===== src/logic/usw_map.svh =====
// Constants for the serial wire mode and clock select block
// Notes on behaviour
// - Wire mode changes only output pin behaviour and the start flag source
// - External clocking and sampling work with outputs off
// - Mode 00: outputs, hold, start detector off
// - Mode 01: shift output replaces data-out port bit
// - Three-wire: data-in and clock pins stay normal
// - Two-wire: open-drain lines, driver gated by direction
// - SDA low when shift MSB or port zero
// - SCL low when port zero or start hold
// - Start detected: hold SCL until flag cleared
// - Two-wire: inputs unchanged, pull-ups forced off
// - Mode 11: also hold SCL after overflow
// - External clock: output changes on opposite edge
// - Strobe or timer source: output latch transparent
// - Source 00: clocked only by strobe write
// - Source 01: timer match clocks both
// - Source 1x: shift on chosen edge, count both
// - Source 1x, strobe set: counter on toggle strobe
// - Toggle strobe inverts clock port bit, reads zero
// - Overflow flag set on wrap 15 to 0
// - Start flag cleared only by writing one
`ifndef USW_MAP_SVH
`define USW_MAP_SVH

// Counter value at which the next count wraps
`define USW_CNT_TOP      4'hF
// Reset values
`define USW_CNT_RST      4'h0
`define USW_DATA_RST     8'h00
`define USW_WM_RST       2'h0
`define USW_CS_RST       2'h0
// Position of the shift register output bit
`define USW_DATA_MSB     7
// Synchroniser depth on pin inputs
`define USW_SYNC_STAGES  2

`endif


===== src/logic/usw_pkg.sv =====
// Types shared by the serial wire mode and clock select block
package usw_pkg;

  // Wire mode field codes, in field order 00..11
  typedef enum logic [1:0] {
    USW_WM_OFF,
    USW_WM_THREE,
    USW_WM_TWO,
    USW_WM_TWO_OVF
  } usw_wire_mode_t;

  // Clock source field codes, in field order 00..11
  typedef enum logic [1:0] {
    USW_CS_STROBE,
    USW_CS_TIMER,
    USW_CS_EXT_POS,
    USW_CS_EXT_NEG
  } usw_clk_src_t;

endpackage : usw_pkg


===== src/logic/usw_edge_if.sv =====
// Synchronised pin level with its edge pulses
`timescale 1ns/1ps
interface usw_edge_if;
  logic level;  // Synchronised pin level
  logic rise;   // One-cycle pulse on a rising edge
  logic fall;   // One-cycle pulse on a falling edge
  modport src (output level, output rise, output fall);
  modport dst (input level, input rise, input fall);
endinterface : usw_edge_if


===== src/logic/usw_sync_edge.sv =====
// Two-flop synchroniser with edge detector for one pin
`timescale 1ns/1ps
`include "usw_map.svh"
module usw_sync_edge (
  // Clock, enable and reset
  input  wire logic core_clk,
  input  wire logic clk_en,
  input  wire logic rst_int_n,
  // Asynchronous pin level
  input  wire logic pin_async,
  // Synchronised result
  usw_edge_if.src   edge_o
);
  import usw_pkg::*;

  // ************************************
  // Synchroniser and edge history
  // ************************************
  logic [`USW_SYNC_STAGES-1:0] sync_q;  // Stage 0 feeds only stage 1
  logic                        prev_q;  // Last synchronised level

  // Sync chain; first flop is read only by the second
  always_ff @(posedge core_clk or negedge rst_int_n) begin
    if (!rst_int_n) begin
      sync_q <= '0;
    end else if (clk_en) begin
      sync_q <= {sync_q[`USW_SYNC_STAGES-2:0], pin_async};
    end
  end

  // Edge history taken from the last stage only
  always_ff @(posedge core_clk or negedge rst_int_n) begin
    if (!rst_int_n) begin
      prev_q <= 1'b0;
    end else if (clk_en) begin
      prev_q <= sync_q[`USW_SYNC_STAGES-1];
    end
  end

  // Pulses last exactly one enabled cycle, so each edge acts once
  assign edge_o.level = sync_q[`USW_SYNC_STAGES-1];
  assign edge_o.rise  = clk_en & sync_q[`USW_SYNC_STAGES-1] & ~prev_q;
  assign edge_o.fall  = clk_en & ~sync_q[`USW_SYNC_STAGES-1] & prev_q;

endmodule : usw_sync_edge


===== src/logic/usw_wire_clock.sv =====
// Wire mode output control and shift/counter clock selection
`timescale 1ns/1ps
`include "usw_map.svh"
module usw_wire_clock (
  // Clock, enable and reset
  input  wire logic                  core_clk,
  input  wire logic                  clk_en,
  input  wire logic                  rst_n,
  // Control write: one-cycle pulse with field values
  input  wire logic                  ctrl_wr,
  input  wire usw_pkg::usw_wire_mode_t wire_mode_sel,
  input  wire usw_pkg::usw_clk_src_t clock_source_sel,
  input  wire logic                  clock_strobe_bit,
  input  wire logic                  toggle_clock_strobe,
  // Control readback, strobe bits always zero
  output      logic [5:0]            ctrl_rdata,
  // Flag clears, write-one pulses
  input  wire logic                  start_flag_clr,
  input  wire logic                  ovf_flag_clr,
  // Status flags and counter
  output      logic                  start_cond_flag,
  output      logic                  counter_overflow_flag,
  output      logic [3:0]            cnt_value,
  input  wire logic                  cnt_wr,
  input  wire logic [3:0]            cnt_wdata,
  // Shift register access
  output      logic [7:0]            data_value,
  input  wire logic                  data_wr,
  input  wire logic [7:0]            data_wdata,
  // Timer compare match, one-cycle pulse on core_clk
  input  wire logic                  timer0_match,
  // Port and direction bits of the three pins
  input  wire logic                  port_do_bit,
  input  wire logic                  ddr_do_bit,
  input  wire logic                  port_di_bit,
  input  wire logic                  ddr_di_bit,
  input  wire logic                  ddr_clk_bit,
  input  wire logic                  port_clk_wr,
  input  wire logic                  port_clk_wdata,
  output      logic                  port_clk_bit,
  // Data-out pin
  output      logic                  do_pin_o,
  output      logic                  do_pin_oe,
  output      logic                  do_pin_pullup,
  // Data-in / SDA pin
  input  wire logic                  serial_data_in_pin,
  output      logic                  sda_pin_o,
  output      logic                  sda_pin_oe,
  output      logic                  sda_pin_pullup,
  // Clock / SCL pin
  input  wire logic                  serial_clock_pin,
  output      logic                  scl_pin_o,
  output      logic                  scl_pin_oe,
  output      logic                  scl_pin_pullup
);
  import usw_pkg::*;

  // ************************************
  // Reset release
  // ************************************
  logic [1:0] rst_sync_q;  // Release shift chain
  logic       rst_int_n;   // Synchronised reset used everywhere

  // Assert at once, release after two edges
  always_ff @(posedge core_clk or negedge rst_n) begin
    if (!rst_n) begin
      rst_sync_q <= 2'h0;
    end else begin
      rst_sync_q <= {rst_sync_q[0], 1'b1};
    end
  end
  assign rst_int_n = rst_sync_q[1];

  // ************************************
  // Pin input synchronisers
  // ************************************
  usw_edge_if scl_e ();  // Serial clock pin
  usw_edge_if sda_e ();  // Serial data pin

  usw_sync_edge u_scl_sync (
    .core_clk  (core_clk),
    .clk_en    (clk_en),
    .rst_int_n (rst_int_n),
    .pin_async (serial_clock_pin),
    .edge_o    (scl_e)
  );

  // Data input sampled in every mode
  usw_sync_edge u_sda_sync (
    .core_clk  (core_clk),
    .clk_en    (clk_en),
    .rst_int_n (rst_int_n),
    .pin_async (serial_data_in_pin),
    .edge_o    (sda_e)
  );

  // ************************************
  // Control fields
  // ************************************
  usw_wire_mode_t wm_q;       // Wire mode
  usw_clk_src_t   cs_q;       // Clock source
  logic           ext_sel_q;  // Counter on toggle strobe in external modes
  logic           two_wire;   // Either two-wire mode
  logic           ext_src;    // External clock source selected

  // Fields load on a control write
  always_ff @(posedge core_clk or negedge rst_int_n) begin
    if (!rst_int_n) begin
      wm_q      <= usw_wire_mode_t'(`USW_WM_RST);
      cs_q      <= usw_clk_src_t'(`USW_CS_RST);
      ext_sel_q <= 1'b0;
    end else if (clk_en && ctrl_wr) begin
      wm_q      <= wire_mode_sel;
      cs_q      <= clock_source_sel;
      ext_sel_q <= clock_strobe_bit;
    end
  end

  assign ctrl_rdata = {wm_q, cs_q, 2'h0};
  // Mode and source decodes used throughout
  assign two_wire   = (wm_q == USW_WM_TWO) || (wm_q == USW_WM_TWO_OVF);
  assign ext_src    = (cs_q == USW_CS_EXT_POS) || (cs_q == USW_CS_EXT_NEG);

  // ************************************
  // Clock selection
  // ************************************
  logic strobe_go;   // Software strobe written with source 00
  logic toggle_go;   // Toggle strobe written
  logic shift_tick;  // Shift register clock
  logic cnt_tick;    // Counter clock
  logic samp_edge;   // External sampling edge

  assign strobe_go = ctrl_wr & clock_strobe_bit & (clock_source_sel == USW_CS_STROBE);
  assign toggle_go = ctrl_wr & toggle_clock_strobe;
  assign samp_edge = (cs_q == USW_CS_EXT_NEG) ? scl_e.fall : scl_e.rise;

  // Source decode; inputs work whatever the wire mode
  always_comb begin
    shift_tick = 1'b0;
    cnt_tick   = 1'b0;
    unique case (cs_q)
      USW_CS_STROBE: begin
        shift_tick = strobe_go;
        cnt_tick   = strobe_go;
      end
      USW_CS_TIMER: begin
        shift_tick = timer0_match;
        cnt_tick   = timer0_match;
      end
      // chosen edge shifts, both edges count
      USW_CS_EXT_POS, USW_CS_EXT_NEG: begin
        shift_tick = samp_edge;
        cnt_tick   = ext_sel_q ? toggle_go : (scl_e.rise | scl_e.fall);
      end
    endcase
    // A write that selects source 00 with the strobe clocks at once
    if (strobe_go) begin
      shift_tick = 1'b1;
      cnt_tick   = 1'b1;
    end
  end

  // ************************************
  // Shift register and counter
  // ************************************
  logic [7:0] data_q;  // Shift register
  logic [3:0] cnt_q;   // 4-bit counter
  logic       wrap;    // Counter wraps this cycle

  // shifts from synced input in any wire mode
  always_ff @(posedge core_clk or negedge rst_int_n) begin
    if (!rst_int_n) begin
      data_q <= `USW_DATA_RST;
    end else if (clk_en) begin
      // A write beats a shift in the same cycle
      if (data_wr) begin
        data_q <= data_wdata;
      end else if (shift_tick) begin
        data_q <= {data_q[6:0], sda_e.level};
      end
    end
  end

  // Overflow only on a real count from the top value
  assign wrap = cnt_tick & ~cnt_wr & (cnt_q == `USW_CNT_TOP);

  // Counter; a write beats a count
  always_ff @(posedge core_clk or negedge rst_int_n) begin
    if (!rst_int_n) begin
      cnt_q <= `USW_CNT_RST;
    end else if (clk_en) begin
      if (cnt_wr) begin
        cnt_q <= cnt_wdata;
      end else if (cnt_tick) begin
        cnt_q <= cnt_q + 4'h1;
      end
    end
  end

  // Register values go straight to the status ports
  assign data_value = data_q;
  assign cnt_value  = cnt_q;

  // ************************************
  // Flags and start detector
  // ************************************
  logic start_q;   // Start condition flag
  logic ovf_q;     // Counter overflow flag
  logic start_ev;  // Start condition or count, per mode

  // detector off in mode 00; count event in three-wire
  always_comb begin
    start_ev = 1'b0;
    if (two_wire) begin
      start_ev = sda_e.fall & scl_e.level;
    end else if (wm_q == USW_WM_THREE) begin
      start_ev = cnt_tick & ~cnt_wr;
    end
  end

  // cleared only by write-one; set wins
  always_ff @(posedge core_clk or negedge rst_int_n) begin
    if (!rst_int_n) begin
      start_q <= 1'b0;
    end else if (clk_en) begin
      if (start_ev) begin
        start_q <= 1'b1;
      end else if (start_flag_clr) begin
        start_q <= 1'b0;
      end
    end
  end

  // set on wrap 15 to 0; set wins over clear
  always_ff @(posedge core_clk or negedge rst_int_n) begin
    if (!rst_int_n) begin
      ovf_q <= 1'b0;
    end else if (clk_en) begin
      if (wrap) begin
        ovf_q <= 1'b1;
      end else if (ovf_flag_clr) begin
        ovf_q <= 1'b0;
      end
    end
  end

  // Flag outputs come straight from flops
  assign start_cond_flag       = start_q;
  assign counter_overflow_flag = ovf_q;

  // ************************************
  // Clock port bit
  // ************************************
  logic port_clk_q;  // Clock pin port value

  // toggle strobe inverts it, direction ignored
  always_ff @(posedge core_clk or negedge rst_int_n) begin
    if (!rst_int_n) begin
      port_clk_q <= 1'b0;
    end else if (clk_en) begin
      if (toggle_go) begin
        port_clk_q <= ~port_clk_q;
      end else if (port_clk_wr) begin
        port_clk_q <= port_clk_wdata;
      end
    end
  end
  // Held here so the toggle strobe can act on it
  assign port_clk_bit = port_clk_q;

  // ************************************
  // Output latch
  // ************************************
  logic latch_q;  // Held shift register MSB
  logic transp;   // Latch open
  logic msb_out;  // Value toward the data pin

  // internal sources keep the latch open
  // external: open only in the half before the sampling edge
  assign transp  = ~ext_src | (scl_e.level == (cs_q == USW_CS_EXT_NEG));
  assign msb_out = transp ? data_q[`USW_DATA_MSB] : latch_q;

  // Latch follows the MSB while open, holds it otherwise
  always_ff @(posedge core_clk or negedge rst_int_n) begin
    if (!rst_int_n) begin
      latch_q <= 1'b0;
    end else if (clk_en && transp) begin
      latch_q <= data_q[`USW_DATA_MSB];
    end
  end

  // ************************************
  // Pin drivers
  // ************************************
  logic scl_hold;  // Start or overflow hold of SCL

  // mode 11 also holds on overflow
  assign scl_hold = two_wire & (start_q | ((wm_q == USW_WM_TWO_OVF) & ovf_q));

  // mode steers outputs only; inputs untouched
  always_comb begin
    // Plain port behaviour by default
    do_pin_o       = port_do_bit;
    do_pin_oe      = ddr_do_bit;
    do_pin_pullup  = ~ddr_do_bit & port_do_bit;
    sda_pin_o      = port_di_bit;
    sda_pin_oe     = ddr_di_bit;
    sda_pin_pullup = ~ddr_di_bit & port_di_bit;
    scl_pin_o      = port_clk_q;
    scl_pin_oe     = ddr_clk_bit;
    scl_pin_pullup = ~ddr_clk_bit & port_clk_q;
    unique case (wm_q)
      USW_WM_OFF: begin
      end
      USW_WM_THREE: begin
        do_pin_o = msb_out;
      end
      USW_WM_TWO, USW_WM_TWO_OVF: begin
        // SDA low on MSB or port zero
        sda_pin_o      = 1'b0;
        sda_pin_oe     = ddr_di_bit & (~msb_out | ~port_di_bit);
        // SCL low on port zero or hold
        scl_pin_o      = 1'b0;
        scl_pin_oe     = ddr_clk_bit & (~port_clk_q | scl_hold);
        sda_pin_pullup = 1'b0;
        scl_pin_pullup = 1'b0;
      end
    endcase
  end

endmodule : usw_wire_clock


===== config.mk =====
export PLATFORM = sky130hd
export DESIGN_NAME = usw_wire_clock
export DESIGN_NICKNAME = d
export VERILOG_FILES = /design/src/logic/usw_pkg.sv /design/src/logic/usw_edge_if.sv /design/src/logic/usw_sync_edge.sv /design/src/logic/usw_wire_clock.sv
export VERILOG_INCLUDE_DIRS = /design/src /design/src/logic
export SDC_FILE = /design/constraint.sdc
export NUM_CORES = 1
export LEC_CHECK = 0
export BUFFER_PORTS_ARGS = -buffer_cell sky130_fd_sc_hd__buf_4
export CORE_ASPECT_RATIO = 1.2
export CORE_MARGIN = 4
export CORE_UTILIZATION = 30
export DETAILED_ROUTE_END_ITERATION = 8
export MAX_ROUTING_LAYER = met4
export PLACE_DENSITY_LB_ADDON = 0.2
export SLEW_MARGIN = 20
export SYNTH_ARGS = -nofsm -noshare
export SYNTH_HDL_FRONTEND = slang
export SYNTH_HIERARCHICAL = 1
export SYNTH_SLANG_ARGS = --single-unit

===== constraint.sdc =====
create_clock -name core_clk -period 1.6 [get_ports core_clk]
set_clock_uncertainty 0.15 [all_clocks]
set_input_delay 0.24 -clock core_clk [delete_from_list [all_inputs] [get_ports core_clk]]
set_output_delay 0.24 -clock core_clk [all_outputs]
set_load 0.03 [all_outputs]

After elaboration in Yosys (flattened, before gate mapping). Cells that the tools add are included.

Input port bits: 36. Output and inout bits: 30. Memories: 0. Memory bits (writable): 0. Word-level logic and storage cells: 102. Memory bits (read-only): 0. Latch bits: 0. Register bits after elaboration: 29.

Shift operators: 0. Magnitude comparators: 0. Multiplexer cells: 26. Equality and inequality tests: 8. $mul: 0. Divide/modulo/power cells: 0. Bitwise operators: 35. Reduce and logical (&&, ||, !) cells: 18. Add/sub/neg operators: 1.

Operators by type and width (number): $mux 1 (20); $and 1x1->1 (19); $mux 8 (2); $not 1->1 (11); $reduce_and 2->1 (5); $reduce_bool 2->1 (5); $eq 2x2->1 const B (4); $mux 4 (2); $pmux 1 s3 (2); $or 1x1->1 (5); $add 4x1->4 const B (1); $eq 2x1->1 const B (2); $eq 4x4->1 const B (1); $logic_not 2->1 (2); $reduce_or 2->1 (2); $logic_and 1x1->1 (2); $logic_or 1x1->1 (2); $eq 1x1->1 (1).

Longest topological paths before layout.
Depth after elaboration: 12. Mapped depth: 7. Gate-level depth less buffers: 6.

Hierarchy. The synthesis kept the hierarchy.

Modules (own cells, without submodules): usw_wire_clock (cells each 127, seq. area each 575.6 um^2, instances 1, area an instance 1275.0 um^2); usw_sync_edge (cells each 8, seq. area each 75.1 um^2, instances 2, area an instance 128.9 um^2).

Worst setup path before layout. No wires, ideal clock.

Path type: reg2out. From: reg cs_q[0]. To: out do_pin_o. Path slack: -483 ps. Data arrival time: 1693 ps. Cell stages (with the launch flop): 5. Path through: dfrtp_1 xor2_1 nand2_1 mux2i_1 o21ai_0.

Cells in the longest elaborated chain, start to end: 6.

Ends and longest elaborated chain: start: declaration (RTL line usw_wire_clock.sv:101) `usw_clk_src_t cs_q;`; start signal: assignment (RTL line usw_wire_clock.sv:110) `` cs_q <= usw_clk_src_t'(`USW_CS_RST); ``; start signal: assignment (RTL line usw_wire_clock.sv:114) `cs_q <= clock_source_sel;`; $eq 2x2->1, on equally long branches (RTL line usw_wire_clock.sv:122, usw_wire_clock.sv:280); $logic_or 1x1->1 (RTL line usw_wire_clock.sv:122) `assign ext_src = (cs_q == USW_CS_EXT_POS) || (cs_q == USW_CS_EXT_NEG);`; $not 1->1 (RTL line usw_wire_clock.sv:280) `assign transp = ~ext_src | (scl_e.level == (cs_q == USW_CS_EXT_NEG));`; $or 1x1->1 * (RTL line usw_wire_clock.sv:280); $mux 1 * (RTL line usw_wire_clock.sv:281) `` assign msb_out = transp ? data_q[`USW_DATA_MSB] : latch_q; ``; $mux 1 * (RTL line usw_wire_clock.sv:312) `unique case (wm_q)`; end: declaration (RTL line usw_wire_clock.sv:42) `output logic do_pin_o,`.

Mark *: on every way between the ends. The rest lies on a longest branch, timed or not.

Final worst setup path.
From: reg cs_q[0]. To: out sda_pin_oe.

Cells in the longest elaborated chain, start to end: 9.

Ends and longest elaborated chain: $eq 2x2->1, on equally long branches (RTL line usw_wire_clock.sv:122, usw_wire_clock.sv:280); $logic_or 1x1->1 (RTL line usw_wire_clock.sv:122); $not 1->1 (RTL line usw_wire_clock.sv:280); $or 1x1->1 * (RTL line usw_wire_clock.sv:280); $mux 1 * (RTL line usw_wire_clock.sv:281); $not 1->1 * (RTL line usw_wire_clock.sv:321) `sda_pin_oe = ddr_di_bit & (~msb_out | ~port_di_bit);`; $or 1x1->1 * (RTL line usw_wire_clock.sv:321); $and 1x1->1 * (RTL line usw_wire_clock.sv:321); $mux 1 * (RTL line usw_wire_clock.sv:312); end: declaration (RTL line usw_wire_clock.sv:48) `output logic sda_pin_oe,`.

Marks and branches as above.

==> results.yml <==
clocking:
  h-tree-depth: 2
  cts_made_buffers: 5
  cts_buffer_depth: 2
  clock_latency_ns: 0.28
  cts_sinks: 29
  clk_pin_slew_worst_paths_ns: 0.06
  cts_tree: "done"
  cts.root.buffer_cell: "clkbuf_8"
die:
  fp-row-count: 28
  initial_utilization_pct: 30.8
  io_pins: 66
  die_x_um: 73.0
  core_sq_mm: 0.00494
  dieArea_sq_mm: 0.00628
  fp.dieH_um: 86.0
worst_setup_path:
  cp_cell_sequence: "xor2_1 > nand2_1 > mux2i_2 > o21a_2 > buf_6"
  end_kind: "output pin"
  r2r-end: "cnt_value[1]"
  cpPeakStageDelay_ns: 0.41
  critPathLaunch: "cs_q[0]"
  crit_path_start_kind: "flop"
  cpMaxStageDelayCell: "dfrtp_2"
  r2r_slack_ns: -0.24
  critPathArrivalTime_ns: 1.51
  r2r_cells: 7
  r2r_start: "u_scl_sync/sync_q[1]"
  worstSetupPathType: "reg -> out"
  cp-endpoint: "sda_pin_oe"
  critPathMaxFanout: 2
  critPathRequiredTime_ns: 1.21
routing:
  drc: 0
  drtIter0Drc: 31
  vias: 1342
  wl_per_cell_um: 13.8
  viasPerCell: 4.73
  firstDrtPassIters: 4
  totalWireLength_um: 3910
  ant_nets: 0
grt:
  busiest_layer: "met2"
  antenna_found_initial: 0
  met1_usage_pct: 16.5
  gr-usage-met2_pct: 19.9
  grtUsageMet3_pct: 4.10
  grt_max_degree: 28
  grt_pass1_vias: 1338
  grtUsageTotal_pct: 13.3
  grt_overflow: 0
  grt_pass1_wl_um: 6250
place:
  io_buffers: 63
  post-place-ws_ns: -0.172
  routabilityCongestion: 0.765
  hpwlAfterDp_um: 2890
  placed_area_sq_mm: 0.00214
  dp.cells: 269
power_and_ir_drop:
  swShare_pct: 36.9
  p_sw_w: 0.000984
  power.leakage_nw: 1.11
  ir_worst_vdd_uv: 666
  power_frac_comb_pct: 40.9
  pwr_density_cell_mw_per_mm2: 1130
  p_int_w: 0.00168
  p_seq_share_pct: 37.7
  clkPwrFrac_pct: 21.4
timing:
  layout_worst_path_cycle_share_pct: 119
  finalSetupViolCount: 16
  max_freq_ghz: 0.526
  fin_hold_ws_ns: 0.0438
  fin_ws_ns: -0.302
  drv_slew: 0
  rsz0062_at_grt: "yes"
  hold_viol_final: 0
  period_minus_slack_ns: 1.90
synth:
  syn_avg_cell_area_sq_um: 10.7
  ys.warnings.count: 6
  synth.cell_area_sq_mm: 0.00152
  synthCells: 142
cells_and_area:
  drive_gt1_share_pct: 55.4
  final_cell_area_sq_mm: 0.00236
  finalNonFillerCells: 284
  area_delta_synth_final_pct: 54.7
  nNetsFinal: 260
  num_antenna_cells: 0
status:
  status: "complete, but fails checks"
  failed_checks: "negative setup slack"
worst_hold_path:
  hold_path_depth: 2
  min_path_type: "in -> reg"
job:
  cap_viol_max_count: 0
==> registers in the layout, summed over array words and instances, names as in the netlist, 2 cells and up <==
register           flops
rst_sync_q             2
u_scl_sync/sync_q      2
data_value             8
wm_q                   2
cs_q                   2
u_sda_sync/sync_q      2
cnt_value              4
==> power groups by stage <==
stage | clock, W | combinational, W | sequential, W
2_1_floorplan | 0 | 0.000412 | 0.00120
3_3_place_gp | 0 | 0.00101 | 0.00101
5_1_grt | 0.000634 | 0.00117 | 0.00102
6_report | 0.000571 | 0.00109 | 0.00100
4_1_cts | 0.000596 | 0.00107 | 0.000999
3_5_place_dp | 0 | 0.00101 | 0.00101
==> worst max-delay path, delay by kind of cell (launching register included) <==
family | cells | cell delay (ns)
AOI/OAI and AO/OA | 1 | 0.16
muxes | 1 | 0.27
buffers and inverters | 1 | 0.12
and+or+nand+nor | 1 | 0.11
DFF | 1 | 0.41
xor gates and xnor gates | 1 | 0.16
==> stage by stage <==
| stage | utilization, % | setup TNS, ns | total power, W |
|---|---|---|---|
| global route | 47.7 | -4.29 | 0.00283 |
| detailed placement | 43.3 | -1.43 | 0.00202 |
| global placement | 43.3 | -1.27 | 0.00201 |
| CTS | 46.7 | -3.04 | 0.00267 |
| floorplan | - | -0.858 | 0.00162 |
| finish | 47.7 | -3.23 | 0.00267 |
==> cell type report <==
class / instances / area (sq um)
sequential: 29 / 727
multi-input combinational: 104 / 838
inverter: 5 / 18.8
clock buffer: 6 / 72.6
clock inverter: 2 / 10.0
timing repair buffer: 78 / 614
tap: 60 / 75.1
fill: 468 / 2580
==> worst min-delay path by stage <==
stage | slack [ns] | from | to
floorplan | -0.21 | rst_n | rst_sync_q[0]
global placement | -0.13 | rst_n | rst_sync_q[0]
detailed placement | -0.13 | rst_n | rst_sync_q[0]
CTS | 0.03 | serial_data_in_pin | u_sda_sync/sync_q[0]
global route | 0.03 | wire_mode_sel[1] | wm_q[1]
finish | 0.04 | wire_mode_sel[0] | wm_q[0]
==> cells in the final DEF (no fill, tap or decap), types with 2 or more instances in the layout <==
cell,count
clkbuf_8,5
nand2_1,13
nand4_1,2
nand3_1,2
buf_4,70
nor2_2,3
nor2_1,6
mux2_2,12
dfrtp_1,28
and3b_2,3
nor2b_4,4
inv_1,4
a21oi_1,13
a21oi_4,2
o21a_1,2
o31ai_2,2
o22ai_1,3
buf_6,7
conb_1,3
a21oi_2,2
clkinv_2,2
mux2i_1,8
o21ai_0,2
==> routing by layer <==
layer / routed length [um] / vias up
li1: - / 667
met1: 1750 / 624
met2: 1800 / 46
met3: 300 / 5
met4: 59 / 0
met5: 0 / -
==> repair_timing <==
action,4_1_cts,5_1_grt
hold buffers,1,0
buffers inserted,3,2
pin swaps,7,5
gates cloned,1,0
hold endpoints to repair,2,0
endpoints found under the setup margin,19,19
resized for setup,11,8
Power figures use the tool's default switching activity.
